**src/rtl/pmc_pkg.sv**
```systemverilog
package pmc_pkg;
  // -------------------------------------------------------------------------
  // sizes and reset values
  // -------------------------------------------------------------------------
  localparam int NUM_CELLS = 8;
  localparam int NUM_TERMS = 8;
  localparam int SIG_BITS = 64;
  localparam int CENTRE_LO = 3;
  localparam int CENTRE_HI = 4;
  localparam logic REG_RST = 1'h0;
  localparam logic [1:0] CFG_RST = 2'h0;
  localparam logic [7:0] CELL_RST = 8'h00;
  localparam logic [63:0] SIG_RST = 64'h0000000000000000;

  // -------------------------------------------------------------------------
  // apb register map
  // -------------------------------------------------------------------------
  localparam logic [11:0] ADDR_GLOBAL = 12'h000;
  localparam logic [11:0] ADDR_MODE = 12'h004;
  localparam logic [11:0] ADDR_POL = 12'h008;
  localparam logic [11:0] ADDR_STATUS = 12'h00C;
  localparam logic [11:0] ADDR_PRELOAD = 12'h010;
  localparam logic [11:0] ADDR_SIG_LO = 12'h014;
  localparam logic [11:0] ADDR_SIG_HI = 12'h018;
  localparam logic [11:0] ADDR_SECURE = 12'h01C;
  localparam logic [11:0] ADDR_ERASE = 12'h020;
  localparam logic [11:0] ADDR_READBACK = 12'h024;
  localparam int GLB_REG_ALLOW = 0;
  localparam int GLB_EMUL = 1;
  localparam int STS_UNSUP = 0;
  localparam int STS_SECURE = 1;

  // -------------------------------------------------------------------------
  // cell modes
  // -------------------------------------------------------------------------
  typedef enum logic [2:0] {
    PMC_REGISTERED = 3'h0,
    PMC_COMB_IO_REG = 3'h1,
    PMC_COMB_OUT = 3'h3,
    PMC_DED_INPUT = 3'h2,
    PMC_COMB_IO = 3'h6,
    PMC_UNSUPPORTED = 3'h7
  } pmc_mode_type;

  typedef struct packed {
    logic global_register_allow_bit;
    logic global_emulation_select_bit;
  } pmc_global_type;

  typedef struct packed {
    logic [NUM_CELLS-1:0] out;
    logic [NUM_CELLS-1:0] oe;
  } pmc_pins_type;
endpackage : pmc_pkg
```
**src/rtl/pmc_macrocell.sv**
```systemverilog
// Contract
// RULE1 - globals 1,0 mode 0: combinatorial output
// RULE2 - combinatorial output: centre cells drop feedback
// RULE3 - globals 1,0 mode 1: input, neighbour feedback
// RULE4 - globals 1,1 mode 1: seven terms, eighth enables
// RULE5 - non-registered I/O: pin level feeds array
// RULE6 - globals 0,1 mode 1: registered-device I/O
// RULE7 - polarity bit XOR: 0 high, 1 low
// RULE8 - all flip-flops reset to low
// RULE9 - registered pins show inverted register
// RULE10 - registers preloadable with any state
// RULE11 - security bit blocks pattern readback
// RULE12 - security clears only with array erase
// RULE13 - 64-bit user signature word
// RULE14 - signature readable despite security bit
// RULE15 - programmer erases automatically, no command; here erase needs a write of 1 to ADDR_ERASE
// RULE16 - globals 0,1 mode 0: registered output
// RULE17 - register captures on shared clock rise
// RULE18 - registered driver enabled by shared oe_n
// RULE19 - edge cells feedback select by inverted allow
// RULE20 - unlisted combinations flagged unsupported
// RULE21 - registers allowed: clk/oe pins not array inputs
`timescale 1ns/1ps
`default_nettype none
module pmc_macrocell #(
  parameter int NUM_CELLS = pmc_pkg::NUM_CELLS,
  parameter int NUM_TERMS = pmc_pkg::NUM_TERMS
) (
  // clock, reset, enable
  input wire logic mclk,
  input wire logic srst,
  input wire logic clk_en,
  // apb slave
  input wire logic psel,
  input wire logic penable,
  input wire logic pwrite,
  input wire logic [11:0] paddr,
  input wire logic [31:0] pwdata,
  output logic [31:0] prdata,
  output logic pready,
  output logic pslverr,
  // array side
  input wire logic [NUM_CELLS*NUM_TERMS-1:0] product_terms,
  input wire logic [31:0] pattern_word,
  input wire logic dev_clk_pin,
  input wire logic dev_oe_n_pin,
  output logic [NUM_CELLS-1:0] feedback,
  output logic [1:0] ctrl_pin_to_array,
  output logic ctrl_pins_valid,
  // i/o pins
  input wire logic [NUM_CELLS-1:0] io_in,
  output logic [NUM_CELLS-1:0] io_out,
  output logic [NUM_CELLS-1:0] io_oe
);
  // -------------------------------------------------------------------------
  // configuration state
  // -------------------------------------------------------------------------
  pmc_pkg::pmc_global_type glb_q, glb_d;
  logic [NUM_CELLS-1:0] mode_q, mode_d;
  logic [NUM_CELLS-1:0] pol_q, pol_d;
  logic [63:0] sig_q, sig_d;
  logic secure_q, secure_d;
  logic [NUM_CELLS-1:0] ff_q, ff_d;
  logic clk_pin_q, clk_pin_d;
  logic [31:0] prdata_q, prdata_d;
  logic pslverr_q, pslverr_d;
  pmc_pkg::pmc_mode_type cell_mode [NUM_CELLS];
  pmc_pkg::pmc_pins_type pins;
  logic [NUM_CELLS-1:0] sop;
  logic [NUM_CELLS-1:0] unsup;
  logic wr_en, rd_en, clk_rise;

  assign wr_en = psel & penable & pwrite & clk_en;
  assign rd_en = psel & penable & ~pwrite & clk_en;
  assign clk_rise = dev_clk_pin & ~clk_pin_q;

  // -------------------------------------------------------------------------
  // per-cell datapath
  // -------------------------------------------------------------------------
  for (genvar c = 0; c < NUM_CELLS; c++) begin : g_cell
    localparam int NB = (c == 0) ? 1 : c - 1;
    logic [NUM_TERMS-1:0] pt;
    logic fb_sel;
    assign pt = product_terms[c*NUM_TERMS +: NUM_TERMS];
    // edge cells use the inverted allow bit on feedback select
    assign fb_sel = (c == 0 || c == NUM_CELLS - 1) ?
      ~glb_q.global_register_allow_bit :
      glb_q.global_emulation_select_bit; // RULE19
    always_comb begin
      case ({glb_q.global_register_allow_bit,
             glb_q.global_emulation_select_bit, mode_q[c]})
        3'h2: cell_mode[c] = pmc_pkg::PMC_REGISTERED; // RULE16
        3'h3: cell_mode[c] = pmc_pkg::PMC_COMB_IO_REG; // RULE6
        3'h4: cell_mode[c] = pmc_pkg::PMC_COMB_OUT; // RULE1
        3'h5: cell_mode[c] = pmc_pkg::PMC_DED_INPUT; // RULE3
        3'h7: cell_mode[c] = pmc_pkg::PMC_COMB_IO; // RULE4
        default: cell_mode[c] = pmc_pkg::PMC_UNSUPPORTED; // RULE20
      endcase
    end
    always_comb begin
      unsup[c] = 1'b0;
      sop[c] = |pt;
      pins.out[c] = 1'b0;
      pins.oe[c] = 1'b0;
      feedback[c] = 1'b0;
      case (cell_mode[c])
        pmc_pkg::PMC_REGISTERED: begin
          sop[c] = |pt;
          pins.out[c] = ~ff_q[c]; // RULE9
          pins.oe[c] = ~dev_oe_n_pin; // RULE18
          feedback[c] = fb_sel ? ~ff_q[c] : io_in[c];
        end
        pmc_pkg::PMC_COMB_OUT: begin
          sop[c] = |pt;
          pins.out[c] = sop[c] ^ pol_q[c]; // RULE7
          pins.oe[c] = 1'b1;
          // centre cells have no feedback here
          feedback[c] = (c == pmc_pkg::CENTRE_LO ||
                         c == pmc_pkg::CENTRE_HI) ? 1'b0 :
                        pins.out[c]; // RULE2
        end
        pmc_pkg::PMC_DED_INPUT: begin
          pins.oe[c] = 1'b0; // RULE3
          feedback[c] = io_in[NB]; // RULE3
        end
        pmc_pkg::PMC_COMB_IO, pmc_pkg::PMC_COMB_IO_REG: begin
          sop[c] = |pt[NUM_TERMS-2:0]; // RULE4
          pins.out[c] = sop[c] ^ pol_q[c]; // RULE7
          pins.oe[c] = pt[NUM_TERMS-1]; // RULE4 RULE6
          feedback[c] = io_in[c]; // RULE5 RULE6
        end
        default: begin
          unsup[c] = 1'b1; // RULE20
        end
      endcase
    end
    always_comb begin
      ff_d[c] = ff_q[c];
      if (wr_en && paddr == pmc_pkg::ADDR_PRELOAD) begin
        ff_d[c] = pwdata[c]; // RULE10
      end else if (clk_rise &&
                   cell_mode[c] == pmc_pkg::PMC_REGISTERED) begin
        ff_d[c] = sop[c] ^ pol_q[c]; // RULE17 RULE7
      end
    end
  end

  assign io_out = pins.out;
  assign io_oe = pins.oe;
  // control pins reach the array only without registers
  assign ctrl_pins_valid = glb_q.global_register_allow_bit; // RULE21
  assign ctrl_pin_to_array = glb_q.global_register_allow_bit ?
    {dev_oe_n_pin, dev_clk_pin} : 2'h0; // RULE21

  // -------------------------------------------------------------------------
  // register next state
  // -------------------------------------------------------------------------
  always_comb begin
    glb_d = glb_q;
    mode_d = mode_q;
    pol_d = pol_q;
    sig_d = sig_q;
    secure_d = secure_q;
    clk_pin_d = dev_clk_pin;
    prdata_d = prdata_q;
    pslverr_d = 1'b0;
    if (wr_en) begin
      case (paddr)
        pmc_pkg::ADDR_GLOBAL: begin
          glb_d.global_register_allow_bit = pwdata[pmc_pkg::GLB_REG_ALLOW];
          glb_d.global_emulation_select_bit = pwdata[pmc_pkg::GLB_EMUL];
        end
        pmc_pkg::ADDR_MODE: mode_d = pwdata[NUM_CELLS-1:0];
        pmc_pkg::ADDR_POL: pol_d = pwdata[NUM_CELLS-1:0];
        pmc_pkg::ADDR_PRELOAD: pslverr_d = 1'b0;
        pmc_pkg::ADDR_SIG_LO: sig_d[31:0] = pwdata; // RULE13
        pmc_pkg::ADDR_SIG_HI: sig_d[63:32] = pwdata; // RULE13
        pmc_pkg::ADDR_SECURE: begin
          // set only; no clear path here
          if (pwdata[0]) begin
            secure_d = 1'b1; // RULE12
          end
        end
        pmc_pkg::ADDR_ERASE: begin
          // erase clears globals, mode and polarity with the security bit; signature and registers are kept
          if (pwdata[0]) begin
            secure_d = pmc_pkg::REG_RST; // RULE12 RULE15
            glb_d = pmc_pkg::CFG_RST;
            mode_d = pmc_pkg::CELL_RST;
            pol_d = pmc_pkg::CELL_RST;
          end
        end
        default: pslverr_d = 1'b1;
      endcase
    end else if (rd_en) begin
      prdata_d = 32'h00000000;
      case (paddr)
        pmc_pkg::ADDR_GLOBAL: prdata_d[1:0] = glb_q;
        pmc_pkg::ADDR_MODE: prdata_d[NUM_CELLS-1:0] = mode_q;
        pmc_pkg::ADDR_POL: prdata_d[NUM_CELLS-1:0] = pol_q;
        pmc_pkg::ADDR_STATUS: begin
          prdata_d[pmc_pkg::STS_UNSUP] = |unsup;
          prdata_d[pmc_pkg::STS_SECURE] = secure_q;
        end
        pmc_pkg::ADDR_PRELOAD: prdata_d[NUM_CELLS-1:0] = ff_q;
        pmc_pkg::ADDR_SIG_LO: prdata_d = sig_q[31:0]; // RULE14
        pmc_pkg::ADDR_SIG_HI: prdata_d = sig_q[63:32]; // RULE14
        pmc_pkg::ADDR_SECURE: prdata_d[0] = secure_q;
        pmc_pkg::ADDR_ERASE: prdata_d = 32'h00000000;
        pmc_pkg::ADDR_READBACK: begin
          if (secure_q) begin
            pslverr_d = 1'b1; // RULE11
          end else begin
            prdata_d = pattern_word;
          end
        end
        default: pslverr_d = 1'b1;
      endcase
    end
  end

  // -------------------------------------------------------------------------
  // registers
  // -------------------------------------------------------------------------
  always_ff @(posedge mclk) begin
    if (srst) begin
      glb_q <= pmc_pkg::CFG_RST;
      mode_q <= pmc_pkg::CELL_RST;
      pol_q <= pmc_pkg::CELL_RST;
      sig_q <= pmc_pkg::SIG_RST;
      secure_q <= pmc_pkg::REG_RST;
      ff_q <= pmc_pkg::CELL_RST; // RULE8
      clk_pin_q <= pmc_pkg::REG_RST;
      prdata_q <= 32'h00000000;
      pslverr_q <= 1'b0;
    end else if (clk_en) begin
      glb_q <= glb_d;
      mode_q <= mode_d;
      pol_q <= pol_d;
      sig_q <= sig_d;
      secure_q <= secure_d;
      ff_q <= ff_d;
      clk_pin_q <= clk_pin_d;
      prdata_q <= prdata_d;
      pslverr_q <= pslverr_d;
    end
  end

  assign pready = psel & penable;
  assign prdata = rd_en ? prdata_d : prdata_q;
  assign pslverr = psel & penable & pslverr_d;
endmodule : pmc_macrocell
`default_nettype wire

```
**config.mk**
```make
export PLATFORM = sky130hd
export DESIGN_NAME = pmc_macrocell
export DESIGN_NICKNAME = d
export VERILOG_FILES = /design/src/rtl/pmc_pkg.sv /design/src/rtl/pmc_macrocell.sv
export SDC_FILE = /design/constraint.sdc
export NUM_CORES = 1
export LEC_CHECK = 0
export BUFFER_PORTS_ARGS = -buffer_cell sky130_fd_sc_hd__buf_2
export CAP_MARGIN = 20
export CORE_MARGIN = 2
export CORE_UTILIZATION = 25
export DETAILED_ROUTE_END_ITERATION = 7
export PLACE_DENSITY = 0.51
export SETUP_SLACK_MARGIN = 0.2
export SYNTH_ARGS = -nofsm -noshare
export SYNTH_HDL_FRONTEND = slang
export SYNTH_SLANG_ARGS = --single-unit
```
**constraint.sdc**
```tcl
create_clock -name mclk -period 3.92 [get_ports mclk]
set_input_delay 0.392 -clock mclk [delete_from_list [all_inputs] [get_ports mclk]]
set_output_delay 0.392 -clock mclk [all_outputs]
set_load 0.03 [all_outputs]
```
==> impl_metrics.toml <==
[status]
status = "complete, no violations"

[critical_path]
crit_chain = "buf_4 > nand2b_1 > o21ai_0 > nand2_1 > or3_1 > a32oi_1 > buf_2"
max_stage_delay_ns = 0.60
cp.arrival_ns = 3.13
startpoint_type = "register"
worstPathBufferInverterCount = 2
crit_fanout = 29
critical_path_class = "reg2out"
critical_path.top_delay_family = "simple AND/OR/NAND/NOR gates"
critical_path.endpoint_type = "primary output"
crit_slowest_cell = "o21ai_0"
cp.required_ns = 3.53

[sta]
period_share = 0.899
min_period_ns = 3.52
fin_setup_tns_ns = 0
final.setup_skew_ns = 0.0114
worstMarginPinSlew_ns = 0.959
slew_violations = 0
rsz0062_at_grt = "no"
hold_slack_ns = 0.214
final-setup-viol-count = 0
finalHoldViolCount = 0
fmax_mhz = 284
relSlewSlack = 0.350

[cells_and_area]
nFillCells = 3258
final_cells = 1598
multi_input_area_mm2 = 0.00479
seq_area_mm2 = 0.00248
syn_to_final_growth_pct = 26.9
nNetsFinal = 1351
most-common-layout-cells = "215 x buf_2, 204 x nand2_1, 124 x dfxtp_1, 94 x a21oi_1, 53 x a22oi_1"
drive_above_1_share = 0.246
layout_commonest_cell = "buf_2"

[detailed_routing]
remaining_drc_errors = 0
ant_nets = 0
num_vias = 8602
drt_pre_antenna_iters = 5
drtIter0Drc = 799
wl_per_cell_um = 18.8
wirelength_um = 30000
viasPerCell = 5.38

[floorplan]
initial_utilization = 0.256
ios = 217
core_mm2 = 0.0298
design.die.area_mm2 = 0.0319
row_count = 63
dieHeight_um = 179
die_width_um = 179

[clock_tree]
numCtsBuffers = 17
clk_latency_ns = 0.42
clockBufferDepth = 2
cts_tree = "done"
cts_sinks = 124
cts.clk_slew.worst_paths_ns = 0.07
hold_buffers = 0
clock-root-buffer = "clkbuf_16"
htree_levels = 4

[logic_synthesis]
synth_cells = 1017
syn_avg_cell_area_um2 = 7.49
synth_fp_nets = 1176
synth-edff-count = 0
synthesis.area_mm2 = 0.00762
synthArstFlopShare = 0
yosysSeqAreaShare = 0.326
synth_top_flop_cell = "dfxtp_1"
synth-seq-cells = 124
synthDistinctLibCells = 79
yosys_warnings = 0

[grt]
grt_pass1_vias = 8011
overflow = 0
grt_pass1_wl_um = 45800
antenna_found_initial = 4
track_usage = 0.185
grt_max_degree = 56

[placement]
dp_cells = 1563
port_buffers = 216
dp_hpwl_um = 21400
gp_congestion = 0.870

[flow_run]
maxCapViolations = 0

[power]
power_leakage_uw = 0.00357
cellPowerDensity_mw_per_mm2 = 318
max-vdd-ir-drop_uv = 308
p_total_uw = 3080

[min_path]
min-delay-path-class = "in2reg"
-- flip-flops by register name (all words and copies together) (netlist names) --
| signal | count |
|---|---|
| g_cell.fb_sel | 1 |
| ff_q | 8 |
| clk_pin_q | 1 |
| mode_q | 8 |
| pol_q | 8 |
| secure_q | 1 |
| prdata_q | 32 |
| sig_q | 64 |
| ctrl_pins_valid | 1 |
-- report_power, final --
group,switching [uW],internal [uW],total (uW),leakage [uW]
Combinational,133,85.6,219,0.00228
Clock,737,860,1600,0.000292
Sequential,0.744,1260,1260,0.000998
-- kinds of logic (layout without fill, tap and decap cells) --
logic type	count (synthesis)	in the layout	share of synthesized area
simple gates	393	393	0.254
fa+ha+maj	3	3	0.00493
other cells	0	3	0
flops	124	124	0.326
buf+inv	101	289	0.0522
compound gates	349	349	0.301
xor+xnor	13	13	0.0149
mux	34	34	0.0466
-- worst reg2reg max path: cells and delay by family, from the launching register on --
family / cells / cell delay [ns]
XOR/XNOR: 1 / 0.20
buffers and inverters: 1 / 0.34
AND/OR/NAND/NOR: 1 / 0.60
AO/OA/AOI/OAI: 3 / 0.93
flip-flops: 1 / 0.33
-- stage by stage --
step,utilization,worst slack [ns],cell area [um^2]
3_5_place_dp,0.304,0.697,9050
2_1_floorplan,-,0.200,7630
3_3_place_gp,0.304,0.736,9050
4_1_cts,0.324,0.216,9650
6_report,0.325,0.395,9680
5_1_grt,0.324,0.212,9670
-- final timing paths --
| check | start | cells past startpoint | to | slack, ns |
|---|---|---|---|---|
| setup / recovery | g_cell[1].fb_sel$_SDFFE_PP0P_ | 7 | feedback[3] | 0.40 |
| hold / removal | pwdata[26] | 3 | sig_q[58]$_SDFFE_PP0P_ | 0.21 |
| setup reg to reg | ctrl_pins_valid$_SDFFE_PP0P_ | 6 | ff_q[7]$_SDFFE_PP0P_ | 1.38 |
| hold reg to reg | sig_q[12]$_SDFFE_PP0P_ | 2 | sig_q[12]$_SDFFE_PP0P_ | 0.45 |
-- cells in the mapped netlist (all sizes together), types with 5 or more instances --
cell     instances  area, um^2
o22ai           32         200
a21oi           96         495
or3              5        31.3
nor2b           20         125
o31ai            6        45.0
a21o             5        37.5
or4b             5        53.8
dfxtp          124        2480
a2bb2oi          5        43.8
nor4            15         131
clkbuf          63         236
nand4            8        50.1
and2            12        75.1
a22oi           53         398
a211o           12         105
nand2          204         766
nor3            21         110
o211ai           7        52.6
nand2b          11        68.8
nor3b            6        45.0
o221ai           8        70.1
and3             6        37.5
nor2            45         171
o2bb2ai          5        43.8
inv             21        78.8
a211oi           8        60.1
xnor2            9        78.8
o32ai           10        87.6
o21ai           64         320
mux2i           31         310
nand3            9        45.0
buf             17        82.6
-- final cells by class --
| class | count | area share |
|---|---|---|
| clock inverter | 15 | 0.0172 |
| clock buffer | 17 | 0.0440 |
| tap | 390 | 0.0504 |
| inverter | 21 | 0.00815 |
| sequential | 124 | 0.257 |
| antenna | 3 | 0.000776 |
| multi-input combinational | 792 | 0.495 |
| timing repair buffer | 236 | 0.128 |
-- what timing repair did --
action,CTS,global route
gates resized for setup,0,4
setup endpoints to repair,0,11
buffers inserted,0,0
-- routing by layer --
| layer | vias to the layer above | global-route usage | wire length (um) |
|---|---|---|---|
| li1 | 4109 | - | - |
| met1 | 4093 | 0.263 | 13800 |
| met4 | 6 | 0.0410 | 377 |
| met5 | - | 0 | 41 |
| met2 | 360 | 0.287 | 13400 |
| met3 | 34 | 0.0369 | 2410 |
Power figures use the tool's default switching activity.
